**src/design/pdc_defines.svh**
```systemverilog
// register offsets, field positions and reset values of the pll configuration bank
// assumes byte addressing on a 32-bit axi4-lite bus, one register per aligned word
`ifndef PDC_DEFINES_SVH
`define PDC_DEFINES_SVH

// printed offsets such as 8'h55 are not multiples of four: they are indices, byte address is index * 4
`define PDC_IDX_REF_LOW     8'h54
`define PDC_IDX_OUT_REF_HI  8'h55
`define PDC_IDX_PRE_LOW     8'h56
`define PDC_IDX_PRE_HI      8'h57
`define PDC_IDX_PUMP        8'h58
`define PDC_IDX_EN1         8'h59
`define PDC_IDX_RES         8'h5a
`define PDC_IDX_CAP3        8'h5b
// status register of our own: effective ratios
`define PDC_IDX_STATUS      8'h60

// reset values of the whole bytes, factory bits included
`define PDC_RST_REF_LOW     8'h00
`define PDC_RST_OUT_REF_HI  8'h44
`define PDC_RST_PRE_LOW     8'h78
`define PDC_RST_PRE_HI      8'h40
`define PDC_RST_PUMP        8'h12
`define PDC_RST_EN1         8'h41
`define PDC_RST_RES         8'h2f
`define PDC_RST_CAP3        8'h27

// field positions
`define PDC_EN1_REFDIV_BIT  4
`define PDC_EN1_PLL_BIT     1
`define PDC_PUMP_BIAS_BIT   4
`define PDC_CLKSEL_BIT      4

// implemented-bit masks: bit 7 of the enable, resistor and cap registers reads zero
`define PDC_MASK_FULL       8'hff
`define PDC_MASK_LOW7       8'h7f

// axi responses
`define PDC_RESP_OKAY       2'b00
`define PDC_RESP_SLVERR     2'b10

`endif

```
**src/design/pdc_pkg.sv**
```systemverilog
// types of the pll configuration bank
// assumes pdc_defines.svh for numeric constants
package pdc_pkg;

  // decoded pll configuration handed to the analog side
  typedef struct packed {
    logic [9:0]  ref_ratio;        // effective reference divide ratio
    logic        ref_bypass;       // reference divider bypassed
    logic [3:0]  vco_post_ratio;   // effective output divide ratio, 0 means 1
    logic [11:0] fb_ratio;         // effective feedback prescale ratio
    logic        bias_self;        // charge-pump self-bias from analog supply
    logic [3:0]  pump_current_code;
    logic [4:0]  filter_resistor_code;
    logic [4:0]  series_cap_code;
    logic        pll_on;
  } pdc_cfg_t;

  typedef enum logic [1:0] {
    PDC_W_IDLE = 2'b00,
    PDC_W_RESP = 2'b01
  } pdc_wstate_t;

endpackage

```
**src/design/pdc_pll_config_bank.sv**
```systemverilog
// axi4-lite register bank holding the pll divider and loop settings
// assumes one clock aclk, synchronous active-low reset, analog pll outside
//
// Chosen here: the AXI4-Lite register port.
`include "pdc_defines.svh"

// Function
// [RQ1] ten-bit reference code: low byte, top two bits in bits 1-0 next register
// [RQ2] reference codes 3..1023 divide by code; codes 0 and 1 divide by one
// [RQ3] reference code 2 unsupported; has no effect, previous ratio kept
// [RQ4] reference divider acts only when enable bit 4 set; bypassed at reset
// [RQ5] reference divider sits on external clock before phase detector
// [RQ6] output divider bits 7-4 divide vco by code, 0 passes, reset 4
// [RQ7] twelve-bit prescaler: low byte plus four low bits of next register
// [RQ8] prescaler divides by 2..4095, codes 0 and 1 divide by one, reset 120
// [RQ9] bias bit 4: one self-bias from supply (reset), zero bandgap
// [RQ10] four-bit pump current code, about 25 ua per step, reset 0010
// [RQ11] enable register bit 1 switches pll on; off at reset
// [RQ12] five-bit filter resistor code rises linearly, reset 01111
// [RQ13] five-bit series capacitor code rises linearly, reset 00111
// [RQ14] software keeps factory bits at reset value when writing user fields
// [RQ15] bit 7 of enable, resistor and cap registers reads zero
// [RQ16] software picks pump, resistor, capacitor codes from comparison frequency
// [RQ17] timing from pll output when clock-source select one, else external clock
// [RQ18] software sets output, bias and pll enables before pll clock usable
// [RQ19] all fields take defaults at reset and hold writes until rewritten
module pdc_pll_config_bank (
  input  wire logic             aclk,
  input  wire logic             aresetn,
  input  wire logic [11:0]      s_axi_awaddr,
  input  wire logic             s_axi_awvalid,
  output logic                  s_axi_awready,
  input  wire logic [31:0]      s_axi_wdata,
  input  wire logic [3:0]       s_axi_wstrb,
  input  wire logic             s_axi_wvalid,
  output logic                  s_axi_wready,
  output logic [1:0]            s_axi_bresp,
  output logic                  s_axi_bvalid,
  input  wire logic             s_axi_bready,
  input  wire logic [11:0]      s_axi_araddr,
  input  wire logic             s_axi_arvalid,
  output logic                  s_axi_arready,
  output logic [31:0]           s_axi_rdata,
  output logic [1:0]            s_axi_rresp,
  output logic                  s_axi_rvalid,
  input  wire logic             s_axi_rready,
  input  wire logic             clk_source_sel,
  output pdc_pkg::pdc_cfg_t     pll_cfg,
  output logic                  timing_from_pll
);

  logic [7:0]  ref_low_q, out_ref_hi_q, pre_low_q, pre_hi_q;
  logic [7:0]  pump_q, en1_q, res_q, cap3_q;
  logic [9:0]  ref_ratio_q;
  logic [11:0] ref_ratio_full;
  logic [11:0] aw_addr_q;
  logic [31:0] w_data_q;
  logic [3:0]  w_strb_q;
  logic        aw_have_q, w_have_q;
  pdc_pkg::pdc_wstate_t wstate_q;
  logic [1:0]  bresp_q;
  logic        bvalid_q;
  logic [31:0] rdata_q;
  logic [1:0]  rresp_q;
  logic        rvalid_q;
  logic        do_write;
  logic [7:0]  widx;

  // map a byte address onto a register index; misaligned gives an impossible index
  function automatic logic [7:0] addr_to_idx(input logic [11:0] a);
    // bits above the decoded range must be zero, so no alias hits a register
    if (a[1:0] != 2'b00 || a[11:10] != 2'b00) begin
      addr_to_idx = 8'hff;
    end else begin
      addr_to_idx = a[9:2];
    end
  endfunction

  // true when the index names a register of this bank
  function automatic logic idx_known(input logic [7:0] i);
    idx_known = (i >= `PDC_IDX_REF_LOW && i <= `PDC_IDX_CAP3) ||
                (i == `PDC_IDX_STATUS);
  endfunction

  // ten or twelve bit code into a ratio: 0 and 1 both mean one
  function automatic logic [11:0] code_to_ratio(input logic [11:0] c);
    code_to_ratio = (c < 12'h002) ? 12'h001 : c;
  endfunction

  // address and data captured independently, in either order
  always_ff @(posedge aclk) begin
    if (!aresetn) begin
      aw_have_q <= 1'b0;
      aw_addr_q <= 12'h000;
    end else if (s_axi_awvalid && s_axi_awready) begin
      aw_have_q <= 1'b1;
      aw_addr_q <= s_axi_awaddr;
    end else if (do_write) begin
      aw_have_q <= 1'b0;
    end
  end

  always_ff @(posedge aclk) begin
    if (!aresetn) begin
      w_have_q <= 1'b0;
      w_data_q <= 32'h0000_0000;
      w_strb_q <= 4'h0;
    end else if (s_axi_wvalid && s_axi_wready) begin
      w_have_q <= 1'b1;
      w_data_q <= s_axi_wdata;
      w_strb_q <= s_axi_wstrb;
    end else if (do_write) begin
      w_have_q <= 1'b0;
    end
  end

  // one write at a time: no new beats accepted until the response is taken
  assign s_axi_awready = !aw_have_q && (wstate_q == pdc_pkg::PDC_W_IDLE);
  assign s_axi_wready  = !w_have_q && (wstate_q == pdc_pkg::PDC_W_IDLE);
  assign do_write      = aw_have_q && w_have_q && (wstate_q == pdc_pkg::PDC_W_IDLE);
  assign widx          = addr_to_idx(aw_addr_q);

  // write response state
  always_ff @(posedge aclk) begin
    if (!aresetn) begin
      wstate_q <= pdc_pkg::PDC_W_IDLE;
      bvalid_q <= 1'b0;
      bresp_q  <= `PDC_RESP_OKAY;
    end else begin
      unique case (wstate_q)
        pdc_pkg::PDC_W_IDLE: begin
          if (do_write) begin
            wstate_q <= pdc_pkg::PDC_W_RESP;
            bvalid_q <= 1'b1;
            bresp_q  <= (idx_known(widx) && widx != `PDC_IDX_STATUS) ?
                        `PDC_RESP_OKAY : `PDC_RESP_SLVERR;
          end
        end
        pdc_pkg::PDC_W_RESP: begin
          if (s_axi_bready) begin
            wstate_q <= pdc_pkg::PDC_W_IDLE;
            bvalid_q <= 1'b0;
          end
        end
      endcase
    end
  end

  assign s_axi_bvalid = bvalid_q;
  assign s_axi_bresp  = bresp_q;

  // configuration bytes; factory bits are stored as written, software keeps them
  always_ff @(posedge aclk) begin
    if (!aresetn) begin // see [RQ19]
      ref_low_q    <= `PDC_RST_REF_LOW;
      out_ref_hi_q <= `PDC_RST_OUT_REF_HI; // see [RQ6]
      pre_low_q    <= `PDC_RST_PRE_LOW;    // see [RQ8]
      pre_hi_q     <= `PDC_RST_PRE_HI;
      pump_q       <= `PDC_RST_PUMP;       // see [RQ9] see [RQ10]
      en1_q        <= `PDC_RST_EN1;        // see [RQ4] see [RQ11]
      res_q        <= `PDC_RST_RES;        // see [RQ12]
      cap3_q       <= `PDC_RST_CAP3;       // see [RQ13]
    end else if (do_write && w_strb_q[0]) begin
      unique case (widx)
        `PDC_IDX_REF_LOW:    ref_low_q    <= w_data_q[7:0];
        `PDC_IDX_OUT_REF_HI: out_ref_hi_q <= w_data_q[7:0];
        `PDC_IDX_PRE_LOW:    pre_low_q    <= w_data_q[7:0];
        `PDC_IDX_PRE_HI:     pre_hi_q     <= w_data_q[7:0];
        `PDC_IDX_PUMP:       pump_q       <= w_data_q[7:0];
        `PDC_IDX_EN1:        en1_q        <= w_data_q[7:0] & `PDC_MASK_LOW7; // see [RQ15]
        `PDC_IDX_RES:        res_q        <= w_data_q[7:0] & `PDC_MASK_LOW7; // see [RQ15]
        `PDC_IDX_CAP3:       cap3_q       <= w_data_q[7:0] & `PDC_MASK_LOW7; // see [RQ15]
        default:             ;
      endcase
    end
  end

  // ratio of the current code, top bits always zero for a ten-bit code
  assign ref_ratio_full = code_to_ratio({2'b00, out_ref_hi_q[1:0], ref_low_q}); // see [RQ1]

  // effective reference ratio; code 2 leaves the last legal ratio in force
  always_ff @(posedge aclk) begin
    if (!aresetn) begin
      ref_ratio_q <= 10'h001;
    end else if ({out_ref_hi_q[1:0], ref_low_q} != 10'h002) begin // see [RQ3]
      ref_ratio_q <= ref_ratio_full[9:0]; // see [RQ2]
    end
  end

  // decoded settings for the analog pll; outputs only reflect flip-flops
  always_comb begin
    pll_cfg.ref_bypass           = !en1_q[`PDC_EN1_REFDIV_BIT]; // see [RQ4]
    pll_cfg.ref_ratio            = pll_cfg.ref_bypass ? 10'h001 : ref_ratio_q; // see [RQ5]
    pll_cfg.vco_post_ratio       = out_ref_hi_q[7:4]; // see [RQ6]
    pll_cfg.fb_ratio             = code_to_ratio({pre_hi_q[3:0], pre_low_q}); // see [RQ7] see [RQ8]
    pll_cfg.bias_self            = pump_q[`PDC_PUMP_BIAS_BIT]; // see [RQ9]
    pll_cfg.pump_current_code    = pump_q[3:0]; // see [RQ10]
    pll_cfg.filter_resistor_code = res_q[4:0]; // see [RQ12]
    pll_cfg.series_cap_code      = cap3_q[4:0]; // see [RQ13]
    pll_cfg.pll_on               = en1_q[`PDC_EN1_PLL_BIT]; // see [RQ11]
  end

  // clock-source select is a pin of this block, passed as the timing mux control
  assign timing_from_pll = clk_source_sel; // see [RQ17]

  // read channel: one read at a time, data registered
  assign s_axi_arready = !rvalid_q;

  always_ff @(posedge aclk) begin
    if (!aresetn) begin
      rvalid_q <= 1'b0;
      rdata_q  <= 32'h0000_0000;
      rresp_q  <= `PDC_RESP_OKAY;
    end else if (s_axi_arvalid && s_axi_arready) begin
      rvalid_q <= 1'b1;
      rresp_q  <= idx_known(addr_to_idx(s_axi_araddr)) ? `PDC_RESP_OKAY : `PDC_RESP_SLVERR;
      unique case (addr_to_idx(s_axi_araddr))
        `PDC_IDX_REF_LOW:    rdata_q <= {24'h000000, ref_low_q};
        `PDC_IDX_OUT_REF_HI: rdata_q <= {24'h000000, out_ref_hi_q};
        `PDC_IDX_PRE_LOW:    rdata_q <= {24'h000000, pre_low_q};
        `PDC_IDX_PRE_HI:     rdata_q <= {24'h000000, pre_hi_q};
        `PDC_IDX_PUMP:       rdata_q <= {24'h000000, pump_q};
        `PDC_IDX_EN1:        rdata_q <= {24'h000000, en1_q};
        `PDC_IDX_RES:        rdata_q <= {24'h000000, res_q};
        `PDC_IDX_CAP3:       rdata_q <= {24'h000000, cap3_q};
        // status: effective feedback ratio high, effective reference ratio low
        `PDC_IDX_STATUS:     rdata_q <= {4'h0, pll_cfg.fb_ratio, 6'h00, pll_cfg.ref_ratio};
        default:             rdata_q <= 32'h0000_0000;
      endcase
    end else if (s_axi_rready) begin
      rvalid_q <= 1'b0;
    end
  end

  assign s_axi_rvalid = rvalid_q;
  assign s_axi_rdata  = rdata_q;
  assign s_axi_rresp  = rresp_q;

endmodule

```
**config.mk**
```make
export PLATFORM = sky130hd
export DESIGN_NAME = pdc_pll_config_bank
export DESIGN_NICKNAME = d
export VERILOG_FILES = /design/src/design/pdc_pkg.sv /design/src/design/pdc_pll_config_bank.sv
export VERILOG_INCLUDE_DIRS = /design/src /design/src/design
export SDC_FILE = /design/constraint.sdc
export NUM_CORES = 1
export LEC_CHECK = 0
export ABC_AREA = 1
export ABC_CLOCK_PERIOD_IN_PS = 2100
export BUFFER_PORTS_ARGS = -buffer_cell sky130_fd_sc_hd__buf_2
export CAP_MARGIN = 20
export CORE_MARGIN = 2
export CORE_UTILIZATION = 40
export DETAILED_ROUTE_END_ITERATION = 16
export PLACE_DENSITY = 0.64
export SYNTH_ARGS = -nofsm -noshare
export SYNTH_HDL_FRONTEND = slang
export SYNTH_SLANG_ARGS = --single-unit
```
**constraint.sdc**
```tcl
create_clock -name aclk -period 2.1 [get_ports aclk]
set_input_delay 0.105 -clock aclk [delete_from_list [all_inputs] [get_ports aclk]]
set_output_delay 0.105 -clock aclk [all_outputs]
set_load 0.1 [all_outputs]
```
Word level (Yosys, flattened, before mapping)
Index checks and enable logic that the tools add are counted.
Storage, ports and cells
  flip-flop bits (word level): 134
  latch bits: 0
  bits in writable memories: 0
  ROM bits: 0
  bits of input ports: 68
  output and inout port bits: 85
  logic and storage cells: 107
  memories kept: 0
Cells by class
  add/subtract/negate cells: 0
  multipliers: 0
  div/mod/pow operators: 0
  order comparisons: 6
  equal/unequal tests: 23
  shift operators: 0
  mux-type cells: 21
  bitwise gates (word level): 0
  reductions and logical operators: 37
Operator list (count)
  28-bit one-hot mux with 9 select lines: 1
  8-bit by 7-bit equality test with 1-bit output, second input constant: 18
  8-bit two-way mux: 4
  10-bit two-way mux: 2
  2-bit AND reduction: 10
  8-bit by 7-bit >= comparator with 1-bit output, second input constant: 2
  8-bit by 7-bit <= comparator with 1-bit output, second input constant: 2
  2-bit nonzero test: 7
  12-bit by 2-bit < comparator with 1-bit output, second input constant: 1
  12-bit two-way mux: 1
  1-bit logical AND: 11
  10-bit by 2-bit < comparator with 1-bit output, second input constant: 1
  10-bit by 2-bit != test with 1-bit output, second input constant: 1
  2-bit two-way mux: 4
  8-bit by 7-bit != test with 1-bit output, second input constant: 1
  1-bit two-way mux: 7
  1-bit logical NOT: 4
  1-bit logical OR: 4
  2-bit != test, second input constant: 2
  2-bit one-hot mux with 2 select lines: 1
  2-bit by 1-bit equality test with 1-bit output, second input constant: 1
  2-bit logical NOT: 1
  1-bit one-hot mux with 2 select lines: 1

Longest topological paths before layout
Gate-level depths: netlist of run 1.
  word-level depth: 9
  gate-level depth with buffers: 12
  depth with buffers taken out: 12

Least setup slack after synthesis of run 1
OpenSTA, ideal clock, no wires.
  path kind: register to register
  start: register wstate_q[0]
  end: register w_data_q[7]
  data arrival time: 2.973 ns
  slack: -0.988 ns
  cell stages (with the launch flop): 6
  buffers on the path: 1
  period minus slack after synthesis: 3.088 ns
  cells stage by stage: dfxtp_1 nor2_1 nand2_1 clkbuf_1 o21ai_0 nor2_1
On the way
  longest elaborated chain between the ends: 3
Ends and longest elaborated chain
  from (decl): RTL line pdc_pll_config_bank.sv:60  | pdc_pkg::pdc_wstate_t wstate_q;
  from (signal assigned): RTL line pdc_pll_config_bank.sv:126  | wstate_q <= pdc_pkg::PDC_W_IDLE;
  from (signal assigned): RTL line pdc_pll_config_bank.sv:133  | wstate_q <= pdc_pkg::PDC_W_RESP;
  from (signal assigned): RTL line pdc_pll_config_bank.sv:141  | wstate_q <= pdc_pkg::PDC_W_IDLE;
  2-bit logical NOT: RTL line pdc_pll_config_bank.sv:119  | assign s_axi_wready = !w_have_q && (wstate_q == pdc_pkg::PDC_W_IDLE);
  1-bit logical AND: RTL line pdc_pll_config_bank.sv:119
  net s_axi_wready: RTL line pdc_pll_config_bank.sv:36  | output logic s_axi_wready,
  1-bit logical AND: RTL line pdc_pll_config_bank.sv:108  | end else if (s_axi_wvalid && s_axi_wready) begin
  to (signal assigned): RTL line pdc_pll_config_bank.sv:110  | w_data_q <= s_axi_wdata;
  to (decl): RTL line pdc_pll_config_bank.sv:57  | logic [31:0] w_data_q;
The timed path passes the listed nets, and every way through them passes these cells.
A chain may end at the register's enable or synchronous reset.

==> results.txt, run 1 <==
fraction of layout cells with a size suffix above 1 = 23.3%
cell with the most instances after synthesis = nand2_1
register bit count reported by yosys = 120
Residual DRC = 0
fin. max-slew vios = 0
ys flop type = dfxtp_1
Port-buffer cells = 111
initial antenna violation count = 0
max reg flops = 22
Std-Cell Rows = 43
Clock Tree Buf Depth = 2
antenna viol nets, final = 0
DIE WIDTH = 124 µm
post-CTS setup buffers = 0
WP data arrival = 1.75 ns
fillers = 1376
Post-synth EDFFs = 0
CTS root buffer = clkbuf_16
worst r2r src = aw_addr_q[7]$_SDFFE_PN0P_
Layout area overhead = 23.1%
max-cap violation count = 0
main combinational cell family by area after synthesis = simple AND/OR/NAND/NOR gates
mux cell area share after synthesis = 0%
unrepaired setup endpoints after global routing = no
Hold-fix buffers, CTS = 23
Core Area = 14000 µm²
simple logic cell fraction of the synthesized area = 29.3%
synth cell count leaders = nand2_1 (124), dfxtp_1 (120), nor2_1 (86), a21oi_1 (74), nand3_1 (66)
largest net degree at the start of global routing = 56
Routed WL per cell = 14.7 µm
H-tree level count = 4
status = completed
Startpoint Class = flip-flop
global route hottest layer = met2
gr usage total = 20.6%
GR Util met3 = 4.85%
Hold Crit Start = aresetn
final WL = 15500 µm
Layout Nets = 935
maximum fanout along the worst path = 5
DR vias = 5326
GRT overflow = 0
first-pass GRT wire length = 23900 µm
xor-xnor portion of the synthesized cell area = 0%
clk slew on worst S/H paths = 0.05 ns
grt met2 use = 33.1%
asr flop ratio synth = 0%
post-synth top area cell = dfxtp_1
top cell type's share of synthesized area = 41.8%
clk sinks = 120
crit path cell chain = nor4_1 -> a41o_1 -> buf_2
endpoints failing hold = 0
Max Fclk = 538 MHz
met1 Use GR = 26.8%
Synth cell types = 37
die area = 15400 µm²
Compound-Gate Fraction of Synth Area = 16.1%
Leak Pwr = 3.31 nW
worst path bufs/invs = 1
# IOs = 153
diode count = 0
Post-CTS Resized = 0
worst stage delay on the critical path = 0.43 ns
post-synthesis adder-cell area fraction = 0%
hpwl dp = 11300 µm
CTS tree = done
share of the yosys chip area belonging to registers = 41.8%
DRT iter0 DRCs = 443
drt pass-1 iters = 5
vias in the first global route = 4682
later-pin clock latency in the skew report = 0.41 ns
crit path kind = flip-flop to output port
Yosys warnings = 0
setup violators final = 0
synth top area cells = dfxtp_1 (42%), nand2_1 (8.1%), a21oi_1 (6.4%), nand3_1 (5.7%), nor2_1 (5.6%)
Avg Inst Size Synth = 7.50 µm²
CP required = 2.00 ns
Die H = 124 µm
Final Skew = 0.00646 ns
Core Util, Final = 50.6%
worst slew pin tran = 0.659 ns
min Tclk post-route = 1.86 ns
Gate Count Post-Synth = 767
fin crit share = 88.5%
CP max stage cell = buf_2
crit path from = pre_hi_q[0]$_SDFFE_PN0P_
Final GP Congestion = 0.884
Worst setup EP type = output port
routed vias/inst = 5.02
Slew HR = 56.0%
TritonCTS Buffers = 17
setup tns final = 0 ns
VDD IR max = 0.000515 V
Initial Util = 41.1%
pwr/cell area = 855 nW/µm²
CP delay by family, top = buffers and inverters
area of the mapped netlist = 5750 µm²
Min-Delay Path Class = primary input to flip-flop
path summary, 6_finish.rpt:
check / depth (start not counted) / slack, ns / to
worst max-delay path: 3 / 0.24 / pll_cfg[16]
worst min-delay path: 2 / 0.06 / pump_q[4]$_SDFFE_PN1P_
worst max register to register: 8 / 0.31 / out_ref_hi_q[6]$_SDFFE_PN1P_
worst min register to register: 2 / 0.46 / s_axi_rdata[9]$_SDFFE_PN0P_
cells in the final DEF, fill, tap and decap left out, types with 4 or more instances in the layout:
cell type and count:
dfxtp_1 118, clkinvlp_4 5, nand3_1 66, inv_1 54
a211oi_1 10, nand4_1 19, clkbuf_16 17, buf_4 13
nor2_1 84, nor2_2 8, clkbuf_8 4, o211ai_1 21
a21oi_1 74, nor2_4 14, buf_2 111, nand2_4 4
bufinv_16 4, inv_2 6, o21ai_0 53, dlygate4sd3_1 23
conb_1 12, nand2_1 124, nor3_1 6
per-stage QoR:
stage / total power [mW] / std cells / worst slack (ns) / instance area (µm²) / hold WS [ns]
finish: 6.05 / 1060 / 0.241 / 7080 / 0.0642
global route: 6.26 / 1060 / 0.139 / 7080 / 0.0953
CTS: 6.11 / 1060 / 0.206 / 7080 / 0.0529
detailed placement: 2.93 / 1005 / 0.332 / 6200 / 0.211
global placement: 2.93 / 1005 / 0.345 / 6200 / 0.211
floorplan: 2.83 / 778 / 0.111 / 5820 / 0.261
power by group:
part	leakage (nW)	internal [mW]	switching [mW]
clock	0.307	2.11	1.03
sequential	0.974	2.33	0.0356
combinational	2.03	0.129	0.428
total	3.31	4.56	1.49
metal layers:
layer	vias to the layer above	part of all wire, %
met3	16	6.9
met5	-	0
met4	0	1.9
met2	204	46
li1	2720	-
met1	2386	45
cell families (layout without fill, tap and decap cells):
kind of cell,after synthesis,in the layout
buffers and inverters,140,242
other,1,12
AOI/OAI and AO/OA,166,166
and+or+nand+nor,340,340
DFF,120,120
layout make-up:
class                      instances  area (µm²)  area share [%]
multi-input combinational        518        2670            37.7
sequential                       120        2410            34.0
timing repair buffer             147         883            12.5
clock buffer                      21         480            6.79
inverter                          63         240            3.39
tap                              180         225            3.18
clock inverter                    11         169            2.39
worst register-to-register path, delay by kind of cell, from the launching register on:
kind	cells	cell delay, ns
buf+inv	1	0.16
flops	1	0.33
simple gates	6	1.08
compound gates	1	0.08
No activity file was read; power rests on OpenSTA's default activity.
==> inputs of run 2 (changes only) <==
ABC_CLOCK_PERIOD_IN_PS = 2200   (was 2100)
clock period = 2.2 ns   (was 2.1 ns; I/O delays follow)
==> results.txt, run 2 (synthesis results as in run 1) <==
DR vias = 5300 (-0.49%)
Reg2Reg Setup Slack = 0.39 ns (+0.08 ns)
sw frac = 25.2% (+0.55 points)
register area = 2410 µm² (about the same)
fillers = 1373 (-0.22%)
Top Metal Used = met4
Final GP Congestion = 0.860 (-2.8%)
Met2 Wirelength = 7060 µm (-1.8%)
worst slack at placement = 0.274 ns (-0.0589 ns)
Switch Pwr = 1.41 mW (-5.8%)
Worst Setup Slack, final = 0.360 ns (+0.119 ns)
first-pass GRT wire length = 24300 µm (+2.0%)
hpwl dp = 11500 µm (+1.4%)
later-pin clock latency in the skew report = 0.42 ns (about the same)
internal power = 4.17 mW (-8.5%)
fin. max-slew vios = 0 (unchanged)
setup violators final = 0 (unchanged)
Clock Tree Buf Depth = 2 (unchanged)
clock share of power = 50.1% (-1.7 points)
worst r2r src = w_have_q$_SDFFE_PN0P_
Port-buffer cells = 111 (unchanged)
crit path kind = flip-flop to output port
vias in the first global route = 4594 (-1.9%)
fin crit share = 83.6%
Metal-1 WL = 7270 µm (+4.1%)
Met3 Routed Length = 1030 µm (-4.1%)
Critical Path End = pll_cfg[16]
fraction of layout cells with a size suffix above 1 = 23.1% (-0.24 points)
CTS tree = done
Final Skew = 0.00641 ns (-0.0000427 ns)
pwr/cell area = 796 nW/µm² (-7.0%)
crit path from = pre_hi_q[1]$_SDFFE_PN0P_
Min-Delay Path Class = primary input to flip-flop
fin area = 7010 µm² (-0.94%)
Post-CTS Resized = 0 (unchanged)
Multi-input gate area = 2670 µm² (unchanged)
WP data arrival = 1.73 ns (-0.02 ns)
max-cap violation count = 0 (unchanged)
most common cell after layout, fill and taps aside = nand2_1
most frequent cells in the layout = nand2_1 (124), dfxtp_1 (119), buf_2 (111)
worst slew pin tran = 0.664 ns (+0.00481 ns)
initial antenna violation count = 0 (unchanged)
Layout area overhead = 21.9%
diode count = 0 (unchanged)
Finished Layout Cells = 1056 (-0.38%)
gr usage total = 21.1% (+0.52 points)
Placement Cell Area = 6210 µm² (+0.18%)
Gate power share = 9.5% (+0.3 points)
Power, Total = 5.58 mW (-7.8%)
Inst Count DP = 1005 (unchanged)
Max Fclk = 543 MHz
DIE WIDTH = 124 µm (unchanged)
die area = 15400 µm² (unchanged)
routed vias/inst = 5.02 (-0.11%)
H-tree level count = 4 (unchanged)
Die H = 124 µm (unchanged)
Flop pwr share = 40.4% (+1.4 points)
final WL = 15700 µm (+1.3%)
Startpoint Class = flip-flop
CP required = 2.09 ns (+0.09 ns)
# IOs = 153 (unchanged)
Slew HR = 55.7% (-0.32 points)
maximum fanout along the worst path = 5 (unchanged)
unrepaired setup endpoints after global routing = no
min Tclk post-route = 1.84 ns
clk sinks = 120 (unchanged)
Routed WL per cell = 14.9 µm (+1.7%)
Worst setup EP type = output port
Core Area = 14000 µm² (unchanged)
VDD IR max = 0.000567 V (+10%)
Worst R2R Path Depth = 7 (-1)
Residual DRC = 0 (unchanged)
drt pass-1 iters = 5 (unchanged)
Reg2Reg Capture Point = pump_q[3]$_SDFFE_PN0P_
clk slew on worst S/H paths = 0.05 ns (about the same)
status = completed
Initial Util = 41.1% (unchanged)
endpoints failing hold = 0 (unchanged)
TritonCTS Buffers = 17 (unchanged)
CTS root buffer = clkbuf_16
Layout Nets = 932 (-0.32%)
GRT overflow = 0 (unchanged)
DRT iter0 DRCs = 439 (-0.90%)
antenna viol nets, final = 0 (unchanged)
max reg flops = 22 (unchanged)
largest net degree at the start of global routing = 39 (-30%)
Leak Pwr = 3.28 nW (-0.73%)
Std-Cell Rows = 43 (unchanged)
-- run 2: area by class of cell --
cell class / count / share of cell area [%]
tap: 180 / 3.21
multi-input combinational: 518 / 38.1
clock inverter: 7 / 1.29
clock buffer: 24 / 7.30
timing repair buffer: 144 / 12.4
sequential: 120 / 34.3
inverter: 63 / 3.43
-- run 2: per-stage QoR --
| step | utilization [%] | setup TNS (ns) | hold slack (ns) |
|---|---|---|---|
| detailed placement | 44.4 | 0 | 0.221 |
| global placement | 44.4 | 0 | 0.221 |
| global route | 50.1 | 0 | 0.0345 |
| CTS | 50.1 | 0 | 0.00698 |
| floorplan | - | -0.0111 | 0.273 |
| finish | 50.1 | 0 | 0.0122 |
-- run 2: worst min path at each step --
stage                    from                  endpoint  slack (ns)  cells after the start
4_1_cts        s_axi_wdata[6]  w_data_q[6]$_SDFFE_PN0P_       0.007                      3
3_3_place_gp   clk_source_sel           timing_from_pll        0.22                      0
5_1_grt        s_axi_wdata[6]  w_data_q[6]$_SDFFE_PN0P_        0.03                      3
3_5_place_dp   clk_source_sel           timing_from_pll        0.22                      0
2_1_floorplan    s_axi_bready  wstate_q[0]$_SDFFE_PN0P_        0.27                      3
6_report       s_axi_wdata[6]  w_data_q[6]$_SDFFE_PN0P_        0.01                      3
-- run 2: worst max-delay path, cell delays in order, from the launching register on --
cell and delay, ns:
dfxtp_1 0.36, nor4_1 0.30, a41o_1 0.22, buf_2 0.43
-- run 2: metal layers --
layer	vias up	GRT usage [%]
met1	2377	28.6
met4	0	7.94
met5	-	0
li1	2714	-
met2	186	32.4
met3	23	5.17
-- run 2: repair_timing --
action                                 CTS  global route
endpoints found under the hold margin   20             0
hold buffers                            20             0
setup buffers                            0             0
-- run 2: power by group through the flow --
stage | Combinational, mW | Sequential [mW] | Clock (mW)
after floorplan | 0.380 | 2.33 | 0
after global placement | 0.498 | 2.30 | 0
after CTS | 0.529 | 2.26 | 2.82
final | 0.528 | 2.26 | 2.79
after detailed placement | 0.501 | 2.30 | 0
after global routing | 0.574 | 2.26 | 2.94
==> inputs of run 3 (changes only) <==
ABC_CLOCK_PERIOD_IN_PS = 1530   (was 2200)
PLACE_DENSITY = 0.67   (was 0.64)
clock period = 1.53 ns   (was 2.2 ns; I/O delays follow)
==> results.txt, run 3 (synthesis results as in run 1) <==
die area = 15400 µm² (unchanged)
clk slew on worst S/H paths = 0.06 ns (about the same)
worst r2r src = aw_addr_q[7]$_SDFFE_PN0P_
VDD IR max = 0.000935 V (+65%)
fraction of layout cells with a size suffix above 1 = 34.2% (+11 points)
Startpoint Class = flip-flop
DRT iter0 DRCs = 438 (-0.23%)
Layout Nets = 977 (+4.8%)
endpoints failing hold = 1 (+1)
CTS tree = done
sw frac = 24.2% (-1.0 points)
most frequent cells in the layout = nand2_1 (115), dfxtp_1 (113), buf_2 (99)
DR vias = 5634 (+6.3%)
most common cell after layout, fill and taps aside = nand2_1
first-pass GRT wire length = 25900 µm (+6.6%)
Residual DRC = 0 (unchanged)
CTS root buffer = clkbuf_16
fin. max-slew vios = 0 (unchanged)
Worst Hold Depth = 3 (unchanged)
Layout area overhead = 39.2%
Worst Setup Slack, final = -0.101 ns (-0.461 ns)
H-tree level count = 4 (unchanged)
Die H = 124 µm (unchanged)
Final GP Congestion = 0.900 (+4.7%)
Core Area = 14000 µm² (unchanged)
Reg2Reg Capture Point = out_ref_hi_q[1]$_SDFFE_PN0P_
max-cap violation count = 0 (unchanged)
Initial Util = 41.1% (unchanged)
diode count = 0 (unchanged)
unrepaired setup endpoints after global routing = yes
Port-buffer cells = 111 (unchanged)
Worst setup EP type = flip-flop
TritonCTS Buffers = 17 (unchanged)
Hold Crit Start = s_axi_wdata[1]
Worst R2R Path Depth = 8 (+1)
status = finished with violations
Critical Path End = out_ref_hi_q[1]$_SDFFE_PN0P_
Reg2Reg Setup Slack = -0.10 ns (-0.49 ns)
Max Fclk = 613 MHz
max reg flops = 22 (unchanged)
pwr/cell area = 1080 nW/µm² (+35%)
Flop pwr share = 37.6% (-2.8 points)
clk sinks = 120 (unchanged)
initial antenna violation count = 0 (unchanged)
DIE WIDTH = 124 µm (unchanged)
Min-Delay Path Class = primary input to flip-flop
fin crit share = 107%
Std-Cell Rows = 43 (unchanged)
routed vias/inst = 5.11 (+1.9%)
failing checks = hold timing, setup timing
Switch Pwr = 2.09 mW (+48%)
hpwl dp = 12100 µm (+5.0%)
min Tclk post-route = 1.63 ns
CP required = 1.88 ns (-0.21 ns)
antenna viol nets, final = 0 (unchanged)
GRT overflow = 0 (unchanged)
crit path from = aw_addr_q[7]$_SDFFE_PN0P_
Final Skew = 0.00747 ns (+0.00105 ns)
Power, Total = 8.63 mW (+55%)
largest net degree at the start of global routing = 58 (+49%)
vias in the first global route = 5099 (+11%)
WP data arrival = 1.98 ns (+0.25 ns)
# IOs = 153 (unchanged)
final WL = 17000 µm (+7.9%)
drt pass-1 iters = 6 (+1)
crit path kind = flip-flop to flip-flop
internal power = 6.54 mW (+57%)
later-pin clock latency in the skew report = 0.42 ns (about the same)
Gate power share = 10.1% (+0.6 points)
Leak Pwr = 3.57 nW (+8.9%)
setup violators final = 45 (+45)
gr usage total = 22.4% (+1.3 points)
maximum fanout along the worst path = 5 (unchanged)
worst hold slack = -0.00833 ns (-0.0205 ns)
clock share of power = 52.2% (+2.1 points)
Routed WL per cell = 15.4 µm (+3.4%)
Clock Tree Buf Depth = 2 (unchanged)
## run 3: critical path: stages (launching register included)
cell	delay (ns)
dfxtp_2	0.33
nor4_4	0.34
nand2_4	0.14
nor2_8	0.12
nand2_4	0.09
nor2_4	0.19
buf_6	0.14
o21ai_0	0.08
a21oi_1	0.13
## run 3: worst min path at each step
stage / end
6_report: w_data_q[1]$_SDFFE_PN0P_
5_1_grt: w_data_q[1]$_SDFFE_PN0P_
4_1_cts: w_data_q[1]$_SDFFE_PN0P_
3_5_place_dp: timing_from_pll
3_3_place_gp: timing_from_pll
2_1_floorplan: w_strb_q[0]$_SDFFE_PN0P_
## run 3: area by class of cell
| cell class | count | area [µm²] |
|---|---|---|
| Clock buffer | 26 | 509 |
| Clock inverter | 6 | 159 |
| Fill cell | 1269 | 5980 |
| Inverter | 63 | 267 |
| Multi-Input combinational cell | 519 | 2970 |
| Sequential cell | 120 | 2420 |
| Tap cell | 180 | 225 |
| Timing Repair Buffer | 188 | 1450 |
## run 3: timing repair
action,4_1_cts,5_1_grt
resized for setup,39,47
gates cloned,0,2
pin swaps,8,9
endpoints found under the hold margin,22,0
setup buffers,5,7
hold buffers,22,0
setup endpoints to repair,54,71
## run 3: power groups by stage
stage | registers [mW] | clock network, mW | logic, mW
after detailed placement | 3.30 | 0 | 0.807
after global routing | 3.25 | 4.71 | 0.935
after floorplan | 3.34 | 0 | 0.596
final | 3.25 | 4.51 | 0.876
after global placement | 3.30 | 0 | 0.803
after CTS | 3.24 | 4.53 | 0.861
## run 3: per-layer routing
metal | vias up | GRT usage [%] | share of wire (%)
met3 | 37 | 5.08 | 8.3
met1 | 2557 | 28.3 | 41
li1 | 2806 | - | -
met5 | - | 0 | 0
met2 | 234 | 35.9 | 47
met4 | 0 | 11.0 | 2.9
## run 3: metrics by stage
step | utilization, % | worst slack, ns | cell area [µm²] | TNS, ns | instances
after global placement | 48.1 | -0.0810 | 6730 | -0.825 | 1034
after global routing | 57.2 | -0.264 | 8010 | -9.28 | 1102
final | 57.2 | -0.101 | 8010 | -1.77 | 1102
after floorplan | - | -0.277 | 5980 | -6.42 | 778
after detailed placement | 48.1 | -0.118 | 6730 | -1.94 | 1034
after CTS | 55.4 | -0.112 | 7750 | -2.28 | 1093
